## src/hdl/dwpr_consts.svh

```systemverilog
/*
  Timing and layout constants for the strobe-driven DRAM controller.
  Assumes a 20 MHz system clock; all times are in nanoseconds.
*/
`ifndef DWPR_CONSTS_SVH
`define DWPR_CONSTS_SVH

// ==========================================================
// Clock, address layout and wake-up cycle count.
`define DWPR_CLK_NS          50
`define DWPR_ADDR_W          8
`define DWPR_REF_ROW_W       7
`define DWPR_WAKE_CYCLES     4'h8

// ==========================================================
// Strobe minimum times (nanoseconds), rounded up to cycles.
`define DWPR_ROW_TO_COL_NS   50
`define DWPR_COL_ACTIVE_NS   150
`define DWPR_COL_PRECHG_NS   100
`define DWPR_ROW_PRECHG_NS   150
`define DWPR_ROW_ACTIVE_NS   200
`define DWPR_WRITE_LEAD_NS   100
`define DWPR_COL_TO_WR_NS    50

// ==========================================================
// Long times: power-up pause, row active limit, refresh spacing.
`define DWPR_PWR_PAUSE_NS    100000
`define DWPR_ROW_MAX_NS      10000
`define DWPR_REF_PERIOD_NS   15600

`endif

```

## src/hdl/dwpr_pkg.sv

```systemverilog
/*
  Types for the strobe-driven DRAM controller.
  Assumes dwpr_consts.svh is included by the files that use it.
*/
package dwpr_pkg;

   // Access kinds requested by the user side.
   typedef enum logic [1:0] {
      DWPR_OP_READ  = 2'h0,
      DWPR_OP_WRITE = 2'h1,
      DWPR_OP_RMW   = 2'h2,
      DWPR_OP_RWW   = 2'h3
   } dwpr_op_t;

   // Sequencer states, one-hot.
   typedef enum logic [8:0] {
      DWPR_PWR  = 9'h001,
      DWPR_WACT = 9'h002,
      DWPR_WPRE = 9'h004,
      DWPR_IDLE = 9'h008,
      DWPR_ROW  = 9'h010,
      DWPR_COL  = 9'h020,
      DWPR_CPRE = 9'h040,
      DWPR_RPRE = 9'h080,
      DWPR_REF  = 9'h100
   } dwpr_state_t;

   // Whole controller state.
   typedef struct packed {
      dwpr_state_t state;
      logic [11:0] cnt;
      logic [7:0]  ras_cnt;
      logic [3:0]  wake_cnt;
      logic [9:0]  ref_tmr;
      logic        ref_due;
      logic [6:0]  ref_row;
      logic [7:0]  row;
      logic [7:0]  col;
      dwpr_op_t    op;
      logic        wdata;
      logic        wr_ph;
      logic [7:0]  addr;
      logic        ras_n;
      logic        cas_n;
      logic        we_n;
      logic        dout;
      logic        rdata;
      logic        rsp_valid;
   } dwpr_regs_t;

endpackage
```

## src/hdl/dwpr_ctrl.sv

```systemverilog
/*
  Host-side controller for a 64K x 1 multiplexed-address dynamic RAM.
  Assumes the memory answers on dram_q within the column active time and
  that all inputs are synchronous to clk.
*/
`timescale 1ns/1ps
`include "dwpr_consts.svh"

module dwpr_ctrl #(
   parameter int PWR_PAUSE_NS = `DWPR_PWR_PAUSE_NS
) (
   // Clock and reset.
   input  wire logic              clk,
   input  wire logic              rstn,
   // User request side.
   input  wire logic              req_valid,
   output logic                   req_ready,
   input  wire dwpr_pkg::dwpr_op_t req_op,
   input  wire logic [15:0]       req_addr,
   input  wire logic              req_wdata,
   // User answer side.
   output logic                   rsp_valid,
   output logic                   rsp_rdata,
   output logic                   init_done,
   // Memory pins.
   output logic [7:0]             dram_addr,
   output logic                   dram_ras_n,
   output logic                   dram_cas_n,
   output logic                   dram_we_n,
   output logic                   dram_d,
   input  wire logic              dram_q
);

   // ==========================================================
   // Cycle counts.

   // Least time rounded up to whole cycles, never below one.
   function automatic logic [11:0] cyc_up(input int ns);
      int c;
      c = (ns + `DWPR_CLK_NS - 1) / `DWPR_CLK_NS;
      if (c < 1) c = 1;
      return c[11:0];
   endfunction

   // Longest time rounded down to whole cycles, never below one.
   function automatic logic [11:0] cyc_dn(input int ns);
      int c;
      c = ns / `DWPR_CLK_NS;
      if (c < 1) c = 1;
      return c[11:0];
   endfunction

   localparam logic [11:0] RCD_CYC  = cyc_up(`DWPR_ROW_TO_COL_NS);
   localparam logic [11:0] CAS_CYC  = cyc_up(`DWPR_COL_ACTIVE_NS);
   localparam logic [11:0] CP_CYC   = cyc_up(`DWPR_COL_PRECHG_NS);
   localparam logic [11:0] RP_CYC   = cyc_up(`DWPR_ROW_PRECHG_NS);
   localparam logic [11:0] RAS_CYC  = cyc_up(`DWPR_ROW_ACTIVE_NS);
   localparam logic [11:0] WL_CYC   = cyc_up(`DWPR_WRITE_LEAD_NS);
   localparam logic [11:0] CWD_CYC  = cyc_up(`DWPR_COL_TO_WR_NS);
   localparam logic [11:0] PWR_CYC  = cyc_up(PWR_PAUSE_NS);
   localparam logic [11:0] RMAX_CYC = cyc_dn(`DWPR_ROW_MAX_NS);
   localparam logic [11:0] REF_CYC  = cyc_dn(`DWPR_REF_PERIOD_NS);
   // Row-active count below which one more page column still fits.
   localparam logic [11:0] PAGE_LIM = RMAX_CYC - CAS_CYC - WL_CYC - CP_CYC - 12'h004;

   dwpr_pkg::dwpr_regs_t r_reg, r_next;
   logic                 done;
   logic                 same_row;
   logic                 accept;

   // ==========================================================
   // Request handshake.

   // New accesses are taken when idle, or as a page column when the open
   // row matches and the row active limit leaves room.
   assign done     = (r_reg.cnt == 12'h000);
   assign same_row = (req_addr[15:8] == r_reg.row);
   always_comb begin
      req_ready = 1'b0;
      if (r_reg.state == dwpr_pkg::DWPR_IDLE) begin
         req_ready = !r_reg.ref_due;
      end else if (r_reg.state == dwpr_pkg::DWPR_CPRE) begin
         req_ready = done && !r_reg.ref_due && same_row &&
                     ({4'h0, r_reg.ras_cnt} < PAGE_LIM);
      end
   end
   assign accept = req_valid && req_ready;

   // ==========================================================
   // Next state.
   always_comb begin
      r_next           = r_reg;
      r_next.rsp_valid = 1'b0;
      r_next.cnt       = done ? 12'h000 : r_reg.cnt - 12'h001;
      // Row active time, used to bound page bursts.
      r_next.ras_cnt   = r_reg.ras_n ? 8'h00 :
                         (r_reg.ras_cnt == 8'hff ? 8'hff : r_reg.ras_cnt + 8'h01);
      // Refresh spacing; runs from reset so the part is never left idle.
      if (r_reg.ref_tmr == REF_CYC[9:0] - 10'h001) begin
         r_next.ref_tmr = 10'h000;
      end else begin
         r_next.ref_tmr = r_reg.ref_tmr + 10'h001;
      end
      // Latch a new access: row on the first one, column always.
      if (accept) begin
         r_next.op    = req_op;
         r_next.col   = req_addr[7:0];
         r_next.wdata = req_wdata;
      end
      case (r_reg.state)
         dwpr_pkg::DWPR_PWR: begin
            if (done) begin
               r_next.state = dwpr_pkg::DWPR_WACT;
               r_next.ras_n = 1'b0;
               r_next.cnt   = RAS_CYC - 12'h001;
            end
         end
         dwpr_pkg::DWPR_WACT: begin
            if (done) begin
               r_next.state    = dwpr_pkg::DWPR_WPRE;
               r_next.ras_n    = 1'b1;
               r_next.wake_cnt = r_reg.wake_cnt + 4'h1;
               r_next.cnt      = RP_CYC - 12'h001;
            end
         end
         dwpr_pkg::DWPR_WPRE: begin
            if (done) begin
               if (r_reg.wake_cnt == `DWPR_WAKE_CYCLES) begin
                  r_next.state = dwpr_pkg::DWPR_IDLE;
               end else begin
                  r_next.state = dwpr_pkg::DWPR_WACT;
                  r_next.ras_n = 1'b0;
                  r_next.cnt   = RAS_CYC - 12'h001;
               end
            end
         end
         dwpr_pkg::DWPR_IDLE: begin
            if (r_reg.ref_due) begin
               // Row-only refresh: column strobe stays high.
               r_next.state   = dwpr_pkg::DWPR_REF;
               r_next.addr    = {1'b0, r_reg.ref_row};
               r_next.ras_n   = 1'b0;
               r_next.ref_due = 1'b0;
               r_next.cnt     = RAS_CYC - 12'h001;
            end else if (accept) begin
               r_next.state = dwpr_pkg::DWPR_ROW;
               r_next.row   = req_addr[15:8];
               r_next.addr  = req_addr[15:8];
               r_next.ras_n = 1'b0;
               r_next.cnt   = RCD_CYC - 12'h001;
            end
         end
         dwpr_pkg::DWPR_ROW, dwpr_pkg::DWPR_CPRE: begin
            if (r_reg.state == dwpr_pkg::DWPR_CPRE && done && !accept) begin
               r_next.state = dwpr_pkg::DWPR_RPRE;
               r_next.ras_n = 1'b1;
               r_next.cnt   = RP_CYC - 12'h001;
            end else if (done) begin
               // Column address goes out with the column strobe; plain writes are
               // always early so the data output never drives for them.
               r_next.state = dwpr_pkg::DWPR_COL;
               r_next.addr  = accept ? req_addr[7:0] : r_reg.col;
               r_next.cas_n = 1'b0;
               r_next.we_n  = !((accept ? req_op : r_reg.op) == dwpr_pkg::DWPR_OP_WRITE);
               r_next.dout  = accept ? req_wdata : r_reg.wdata;
               r_next.wr_ph = 1'b0;
               r_next.cnt   = CAS_CYC - 12'h001;
            end
         end
         dwpr_pkg::DWPR_COL: begin
            // Read-while-write: write strobe after the column-to-write delay.
            if (!r_reg.wr_ph && r_reg.op == dwpr_pkg::DWPR_OP_RWW &&
                r_reg.cnt == CAS_CYC - CWD_CYC) begin
               r_next.we_n = 1'b0;
               r_next.dout = r_reg.wdata;
            end
            if (done) begin
               if (!r_reg.wr_ph) begin
                  r_next.rdata = dram_q;
               end
               if (!r_reg.wr_ph && r_reg.op == dwpr_pkg::DWPR_OP_RMW) begin
                  // Read data is in hand; now write with a full lead time.
                  r_next.we_n  = 1'b0;
                  r_next.dout  = r_reg.wdata;
                  r_next.wr_ph = 1'b1;
                  r_next.cnt   = WL_CYC - 12'h001;
               end else begin
                  r_next.state     = dwpr_pkg::DWPR_CPRE;
                  r_next.cas_n     = 1'b1;
                  r_next.we_n      = 1'b1;
                  r_next.rsp_valid = 1'b1;
                  r_next.cnt       = CP_CYC - 12'h001;
               end
            end
         end
         dwpr_pkg::DWPR_RPRE: begin
            if (done) begin
               r_next.state = dwpr_pkg::DWPR_IDLE;
            end
         end
         dwpr_pkg::DWPR_REF: begin
            if (done) begin
               r_next.state   = dwpr_pkg::DWPR_RPRE;
               r_next.ras_n   = 1'b1;
               r_next.ref_row = r_reg.ref_row + 7'h01;
               r_next.cnt     = RP_CYC - 12'h001;
            end
         end
         default: begin
            r_next.state = dwpr_pkg::DWPR_IDLE;
            r_next.ras_n = 1'b1;
            r_next.cas_n = 1'b1;
            r_next.we_n  = 1'b1;
         end
      endcase
      // A refresh tick wins over the clear when they meet.
      if (r_reg.ref_tmr == REF_CYC[9:0] - 10'h001) begin
         r_next.ref_due = 1'b1;
      end
   end

   // ==========================================================
   // State register.
   always_ff @(posedge clk or negedge rstn) begin
      if (!rstn) begin
         r_reg          <= '0;
         r_reg.state    <= dwpr_pkg::DWPR_PWR;
         r_reg.cnt      <= PWR_CYC;
         r_reg.ras_n    <= 1'b1;
         r_reg.cas_n    <= 1'b1;
         r_reg.we_n     <= 1'b1;
      end else begin
         r_reg <= r_next;
      end
   end

   // Flag set at the first edge after reset; reset itself loads the power-up pause.
   logic pwr_loaded_reg;
   always_ff @(posedge clk or negedge rstn) begin
      if (!rstn) begin
         pwr_loaded_reg <= 1'b0;
      end else begin
         pwr_loaded_reg <= 1'b1;
      end
   end

   // ==========================================================
   // Outputs, all from flip-flops except init_done, decoded from the state.
   assign dram_addr  = r_reg.addr;
   assign dram_ras_n = r_reg.ras_n;
   assign dram_cas_n = r_reg.cas_n;
   assign dram_we_n  = r_reg.we_n;
   assign dram_d     = r_reg.dout;
   assign rsp_valid  = r_reg.rsp_valid;
   assign rsp_rdata  = r_reg.rdata;
   assign init_done  = !(r_reg.state inside {dwpr_pkg::DWPR_PWR, dwpr_pkg::DWPR_WACT,
                                            dwpr_pkg::DWPR_WPRE});

   // ==========================================================
   // Checks.

   // Cycle count of continuous row strobe activity.
   logic [11:0] ras_low_reg;
   always_ff @(posedge clk or negedge rstn) begin
      if (!rstn) begin
         ras_low_reg <= 12'h000;
      end else begin
         ras_low_reg <= dram_ras_n ? 12'h000 : ras_low_reg + 12'h001;
      end
   end

   ras_max_a: assert property (@(posedge clk) disable iff (!rstn)
      ras_low_reg <= RMAX_CYC)
      else $error("row strobe held low too long");

   early_wr_a: assert property (@(posedge clk) disable iff (!rstn)
      ($fell(dram_cas_n) && r_reg.op == dwpr_pkg::DWPR_OP_WRITE) |-> !dram_we_n)
      else $error("write strobe late for early write");

   wr_lead_a: assert property (@(posedge clk) disable iff (!rstn)
      $fell(dram_we_n) |-> (!dram_cas_n && !dram_ras_n) [*2])
      else $error("write lead time broken");

   rmw_order_a: assert property (@(posedge clk) disable iff (!rstn)
      ($fell(dram_we_n) && r_reg.op == dwpr_pkg::DWPR_OP_RMW) |->
      $past(dram_cas_n, 4) && !$past(dram_cas_n, 3) && !$past(dram_cas_n, 1))
      else $error("write strobe before read data");

   rww_delay_a: assert property (@(posedge clk) disable iff (!rstn)
      ($fell(dram_we_n) && r_reg.op == dwpr_pkg::DWPR_OP_RWW) |->
      !$past(dram_cas_n, 1) && $past(dram_cas_n, 2))
      else $error("write strobe wrong in read-while-write");

   ref_cas_a: assert property (@(posedge clk) disable iff (!rstn)
      (r_reg.state == dwpr_pkg::DWPR_REF) |-> dram_cas_n && !dram_ras_n && !dram_addr[7])
      else $error("column strobe active during refresh");

   ref_next_a: assert property (@(posedge clk) disable iff (!rstn)
      ($past(r_reg.state) == dwpr_pkg::DWPR_REF && $rose(dram_ras_n)) |->
      r_reg.ref_row == $past(r_reg.ref_row) + 7'h01)
      else $error("refresh row did not advance");

   ref_due_a: assert property (@(posedge clk) disable iff (!rstn)
      (r_reg.ref_tmr == 10'h000 && $past(r_reg.ref_tmr) != 10'h000) |-> r_reg.ref_due)
      else $error("refresh tick lost");

   wake_cnt_a: assert property (@(posedge clk) disable iff (!rstn)
      $rose(init_done) |-> r_reg.wake_cnt == 4'h8)
      else $error("fewer than eight wake cycles");

   row_pre_a: assert property (@(posedge clk) disable iff (!rstn)
      ($rose(dram_ras_n) && pwr_loaded_reg) |-> dram_ras_n [*3])
      else $error("row precharge too short");

endmodule

```

## config.mk

```make
export PLATFORM = sky130hd
export DESIGN_NAME = dwpr_ctrl
export DESIGN_NICKNAME = d
export VERILOG_FILES = /design/src/hdl/dwpr_pkg.sv /design/src/hdl/dwpr_ctrl.sv
export VERILOG_INCLUDE_DIRS = /design/src /design/src/hdl
export SDC_FILE = /design/constraint.sdc
export NUM_CORES = 1
export LEC_CHECK = 0
export BUFFER_PORTS_ARGS = -buffer_cell sky130_fd_sc_hd__buf_4
export CORE_UTILIZATION = 34
export CTS_BUF_LIST = sky130_fd_sc_hd__clkbuf_4
export DETAILED_ROUTE_END_ITERATION = 6
export GPL_TIMING_DRIVEN = 0
export HOLD_SLACK_MARGIN = 0.15
export REMOVE_ABC_BUFFERS = 1
export SLEW_MARGIN = 10
export SYNTH_ARGS = -nofsm -noshare
export SYNTH_HDL_FRONTEND = slang
export SYNTH_SLANG_ARGS = --single-unit
```

## constraint.sdc

```tcl
create_clock -name clk -period 3.75 [get_ports clk]
set_input_delay 0.75 -clock clk [delete_from_list [all_inputs] [get_ports clk]]
set_output_delay 0.75 -clock clk [all_outputs]
set_load 0.005 [all_outputs]
```

-- Word-level counts from Yosys, hierarchy flattened
Cells that the tools add are included.
- memory bits (writable): 0
- input bits: 23
- latch bits: 0
- memories: 0
- logic and storage cells: 147
- bits in read-only memories: 0
- flip-flop bits (word level): 85
- eq/ne operators: 33
- bitwise operators: 4
- muxes and demuxes: 51
- multiply operators: 0
- shift operators: 0
- div/mod/pow operators: 0
- reductions and logical operators: 34
- add/sub/neg operators: 5
- magnitude comparators: 1
- operator list (kind ; number):
    $mux 21 ; 9
    $pmux 12 s7 ; 1
    $pmux 9 s8 ; 1
    $mux 9 ; 6
    $mux 12 ; 2
    $mux 8 ; 3
    $ne 2x2->1 const B ; 12
    $mux 1 ; 17
    $pmux 8 s2 ; 1
    $eq 12x2->1 const B ; 1
    $logic_not 12->1 ; 1
    $sub 12x1->12 const B ; 1
    $add 10x1->10 const B ; 1
    $eq 10x9->1 const B ; 1
    $mux 10 ; 1
    $reduce_and 5->1 ; 2
    $eq 9x1->1 const B ; 1
    $eq 9x2->1 const B ; 1
    $eq 9x3->1 const B ; 1
    $eq 9x4->1 const B ; 1
    $eq 9x5->1 const B ; 1
    $eq 9x6->1 const B ; 1
    $eq 9x7->1 const B ; 1
    $eq 9x8->1 const B ; 1
    31 further kinds ; 60

-- Longest topological paths before layout
- depth in word-level cells: 13
- mapped depth: 10

-- Worst setup path after synthesis
OpenSTA, ideal clock, no wires.
- path kind: register to output
- start: register r_reg[64] in the netlist's numbering
- end: output req_ready
- path slack: 1095 ps
- data arrival time: 1905 ps
- cell stages (with the launch flop): 8
- required time: 3000 ps
- cells stage by stage: dfrtp_1 > inv_1 > ha_1 > nor4b_4 > nand3_2 > or3_4 > or3_1 > o21ai_0
- word-level cells in the longest chain between the ends: 6
- RTL lines (item ; line ; text):
    start, declared ; dwpr_ctrl.sv:66 ; dwpr_pkg::dwpr_regs_t r_reg, r_next;
    start signal, assigned ; dwpr_ctrl.sv:233 ; r_reg <= r_next;
    $logic_not 12->1 ; dwpr_ctrl.sv:76 ; assign done = (r_reg.cnt == 12'h000);
    $logic_and 1x1->1 (3 in series) ; dwpr_ctrl.sv:83 ; req_ready = done && !r_reg.ref_due && same_row &&
    $mux 1 ; dwpr_ctrl.sv:82 ; end else if (r_reg.state == dwpr_pkg::DWPR_CPRE) begin
    $mux 1 ; dwpr_ctrl.sv:80 ; if (r_reg.state == dwpr_pkg::DWPR_IDLE) begin
    end, declared ; dwpr_ctrl.sv:17 ; output logic req_ready,
Every way passes these cells.

-- Final worst setup path
Same ends and word-level chain as after synthesis.

==> results.sh <==
export IMPL_cts_sinks=85
export IMPL_report_final_slew_viol_count=0
export IMPL_detailedRoute_firstPassIterationCount=4
export IMPL_design_core_area_sq_um=13190
export IMPL_yosys_warnings=0
export IMPL_clock_tree_root_cell="sky130_fd_sc_hd__clkbuf_4"
export IMPL_setup_tns_final_ps=0
export IMPL_routed_via_density=5.092
export IMPL_n_antenna_cell=0
export IMPL_top_level_ports=39
export IMPL_yosysTopAreaCellShare=0.4083
export IMPL_post_route_worst_setup_slack_ps=273.5
export IMPL_die_height_microns=118.3
export IMPL_met1_wire_length_microns=4359
export IMPL_grt_first_pass_wirelength_microns=15970
export IMPL_cp_data_arrival_time_ps=2730
export IMPL_htree_num_levels=3
export IMPL_holdBufCountCts=0
export IMPL_grt_pass1_vias=3218
export IMPL_critical_path_start_type="flop"
export IMPL_antenna_violations_before_repair=0
export IMPL_fmax_mhz=287.6
export IMPL_pre_cts_slack_ps=1.633
export IMPL_synthArstFlopShare=1.000
export IMPL_crit_path_max_fanout=6
export IMPL_drtAntennaViolNets=0
export IMPL_critical_path_slowest_cell="sky130_fd_sc_hd__or3_4"
export IMPL_die_width_microns=118.3
export IMPL_gr_usage_all_layers=0.1436
export IMPL_synth_top_cells_by_area="sky130_fd_sc_hd__dfrtp_1 41%, sky130_fd_sc_hd__dfstp_2 5.7%, sky130_fd_sc_hd__mux2_2 5.6%, sky130_fd_sc_hd__xnor2_1 3.6%, sky130_fd_sc_hd__xor2_1 3.6%"
export IMPL_grt_remaining_overflow=0
export IMPL_synthCells=439
export IMPL_wire_per_inst_microns=14.45
export IMPL_drc_errors=0
export IMPL_critical_path_cell_chain="inv_1, ha_1, nor4b_4, nand3_4, or3_4, or3_1, o21ai_0, buf_4"
export IMPL_period_share=0.9271
export IMPL_synth_seq_cells=85
export IMPL_post_synth_num_cell_types=59
export IMPL_syn_avg_cell_area_sq_um=10.47
export IMPL_clock_skew_final_ps=15.95
export IMPL_timing_max_slew_rel_slack=0.2407
export IMPL_portBuffers=38
export IMPL_yosysTopAreaCell="sky130_fd_sc_hd__dfrtp_1"
export IMPL_clockPowerShare=0.152
export IMPL_cts_buffer_depth=2
export IMPL_finalWirelength_microns=9379
export IMPL_report_power_total_mw=3.443
export IMPL_dr_wl_met2_microns=4458
export IMPL_powerDensity_nw_per_um2=670.5
export IMPL_cp_num_buf_inv=2
export IMPL_clk_pin_slew_worst_paths_ps=130
export IMPL_required_ps=3000
export IMPL_switching_power_mw=1.268
export IMPL_seq_area_frac_synth=0.4654
export IMPL_finalCriticalPeriod_ps=3476
export IMPL_outcome="finished, final reports clean"
export IMPL_primary_ff_master_synth="sky130_fd_sc_hd__dfrtp_1"
export IMPL_die_area_sq_um=13990
export IMPL_setup_worst_path_class="flop to primary output"
export IMPL_p_int_mw=2.176
export IMPL_worstMarginPinSlew_ps=1135
export IMPL_irDropWorstVdd_v=0.0003289
export IMPL_report_final_setup_viol=0
export IMPL_numCtsBuffers=9
export IMPL_vias=3305
export IMPL_largest_register_ff_count=71
export IMPL_instances_no_fill=649
export IMPL_clk_latency_ps=440
export IMPL_power_frac_comb=0.435
export IMPL_unrepaired_setup_endpoints_after_global_routing="false"
export IMPL_wl_met3_microns=438
export IMPL_power_static_leakage_nw=2.243
export IMPL_path_delay_family="simple AND/OR/NAND/NOR gates"
export IMPL_power_share_sequential=0.412
export IMPL_start_util=0.3485
export IMPL_class_of_the_tightest_hold_or_removal_check="input pin to asynchronous set/reset pin"
export IMPL_switching_share=0.3681
export IMPL_drive_above_1_share=0.2347
export IMPL_critPathMaxStageDelay_ps=440
export IMPL_fin_nets=499
export IMPL_rd_place_congestion=0.8472
export IMPL_pin_count_of_the_biggest_net_entering_global_routing=86
export IMPL_place_hpwl_microns=6593
export IMPL_layout_area_overhead_vs_synth_pct=11.70
export IMPL_route_top_layer_used="met4"
export IMPL_final_hold_violation_count=0
export IMPL_drt_iter0_drc=187
export IMPL_rows=42
export IMPL_synth_edf_count=0
export IMPL_tritoncts="yes"
export IMPL_max_cap_viol_count=0
export IMPL_holdWs_ps=480.4
export IMPL_dp_cells=628
export IMPL_end_kind="primary output"
export IMPL_synth_area_sq_um=4597
metrics by stage:
step                instance area (sq um)    util
finish                               5135  0.3893
global route                         5135  0.3893
CTS                                  5097  0.3865
detailed placement                   4956  0.3757
global placement                     4956  0.3757
floorplan                            4451       -
layout by cell type, fill, tap and decap left out, types with 4 or more instances in the layout:
cell type / netlist / routed
sky130_fd_sc_hd__dfstp_2: 10 / 10
sky130_fd_sc_hd__o21ai_0: 13 / 13
sky130_fd_sc_hd__a21oi_1: 18 / 18
sky130_fd_sc_hd__a21o_1: 11 / 11
sky130_fd_sc_hd__nor2_1: 43 / 43
sky130_fd_sc_hd__or3_1: 7 / 7
sky130_fd_sc_hd__buf_4: 9 / 43
sky130_fd_sc_hd__nand2_1: 31 / 31
sky130_fd_sc_hd__nor2b_1: 6 / 6
sky130_fd_sc_hd__inv_1: 11 / 11
sky130_fd_sc_hd__nor3_1: 13 / 13
sky130_fd_sc_hd__clkbuf_4: 0 / 11
sky130_fd_sc_hd__a31oi_1: 6 / 6
sky130_fd_sc_hd__xor2_1: 19 / 19
sky130_fd_sc_hd__nand2b_1: 4 / 4
sky130_fd_sc_hd__xnor2_1: 19 / 19
sky130_fd_sc_hd__nand3b_1: 6 / 6
sky130_fd_sc_hd__mux2_2: 23 / 23
sky130_fd_sc_hd__nand4_1: 7 / 7
sky130_fd_sc_hd__and3_1: 6 / 6
sky130_fd_sc_hd__ha_1: 8 / 8
sky130_fd_sc_hd__dfrtp_1: 75 / 75
sky130_fd_sc_hd__mux2_4: 6 / 6
sky130_fd_sc_hd__mux2i_1: 10 / 10
sky130_fd_sc_hd__nor3b_1: 6 / 6
sky130_fd_sc_hd__nand3_1: 14 / 14
power groups by stage:
stage	logic, mW	clock network (mW)	registers [mW]
floorplan	1.07	0	1.39
global placement	1.44	0	1.43
detailed placement	1.47	0	1.44
CTS	1.48	0.548	1.42
global route	1.66	0.590	1.46
finish	1.50	0.525	1.42
layout make-up:
type,count,area [sq um]
sequential,85,2140
clock buffer,11,82.58
multi-input combinational,318,2277
fill,1280,8055
inverter,11,41.29
clock inverter,5,51.30
timing repair buffer,43,322.8
tap,176,220.2
kinds of logic (layout without fill, tap and decap cells):
| group | after synthesis | count (layout) | synth area share |
|---|---|---|---|
| buffers and inverters | 36 | 70 | 0.04083 |
| XOR/XNOR | 38 | 38 | 0.07240 |
| multiplexers | 40 | 40 | 0.1002 |
| flip-flops | 85 | 85 | 0.4654 |
| AND/OR/NAND/NOR | 169 | 169 | 0.2082 |
| AO/OA/AOI/OAI | 63 | 63 | 0.09119 |
| adder cells (fa/ha/maj) | 8 | 8 | 0.02178 |
synthesized netlist by cell type (7+ instances only):
library cell / number
sky130_fd_sc_hd__xor2_1: 19
sky130_fd_sc_hd__dfrtp_1: 75
sky130_fd_sc_hd__a21o_1: 11
sky130_fd_sc_hd__mux2_2: 23
sky130_fd_sc_hd__nand2_1: 31
sky130_fd_sc_hd__o21ai_0: 13
sky130_fd_sc_hd__buf_4: 9
sky130_fd_sc_hd__ha_1: 8
sky130_fd_sc_hd__mux2i_1: 10
sky130_fd_sc_hd__inv_1: 11
sky130_fd_sc_hd__or3_1: 7
sky130_fd_sc_hd__nand3_1: 14
sky130_fd_sc_hd__a21oi_1: 18
sky130_fd_sc_hd__xnor2_1: 19
sky130_fd_sc_hd__dfstp_2: 10
sky130_fd_sc_hd__nand4_1: 7
sky130_fd_sc_hd__nor2_1: 43
sky130_fd_sc_hd__nor3_1: 13
metal layers:
layer  vias up  GRT usage
met4         0    0.04487
met2        62     0.2243
met1      1623     0.1960
met3        12    0.03427
met5         -          0
li1       1608          -
worst register-to-register path: cells and delay by family (launching register included):
kind / cells / cell delay, ps
AOI/OAI and AO/OA: 2 / 980
DFF: 1 / 410
muxes: 1 / 280
buffers and inverters: 1 / 110
adders and majority gates: 1 / 240
and+or+nand+nor: 4 / 1280
path summary, 6_finish.rpt:
path,depth (start not counted),slack (ps),end,startpoint
setup / recovery,8,270,req_ready,r_reg[64]
hold / removal,1,480,r_reg[44],rstn
setup reg to reg,9,420,dram_we_n,r_reg[64]
hold reg to reg,1,480,r_reg[55],r_reg[55]
max in group asynchronous,1,2570,r_reg[67],rstn
min in group clk,1,480,r_reg[55],r_reg[55]
timing repair:
item                                    4_1_cts  5_1_grt
endpoints found under the setup margin        1        1
setup buffers                                 0        5
endpoints found under the hold margin         0        0
resized for setup                             1        0
pin swaps                                     0        0
No activity file was read; power rests on OpenSTA's default activity.
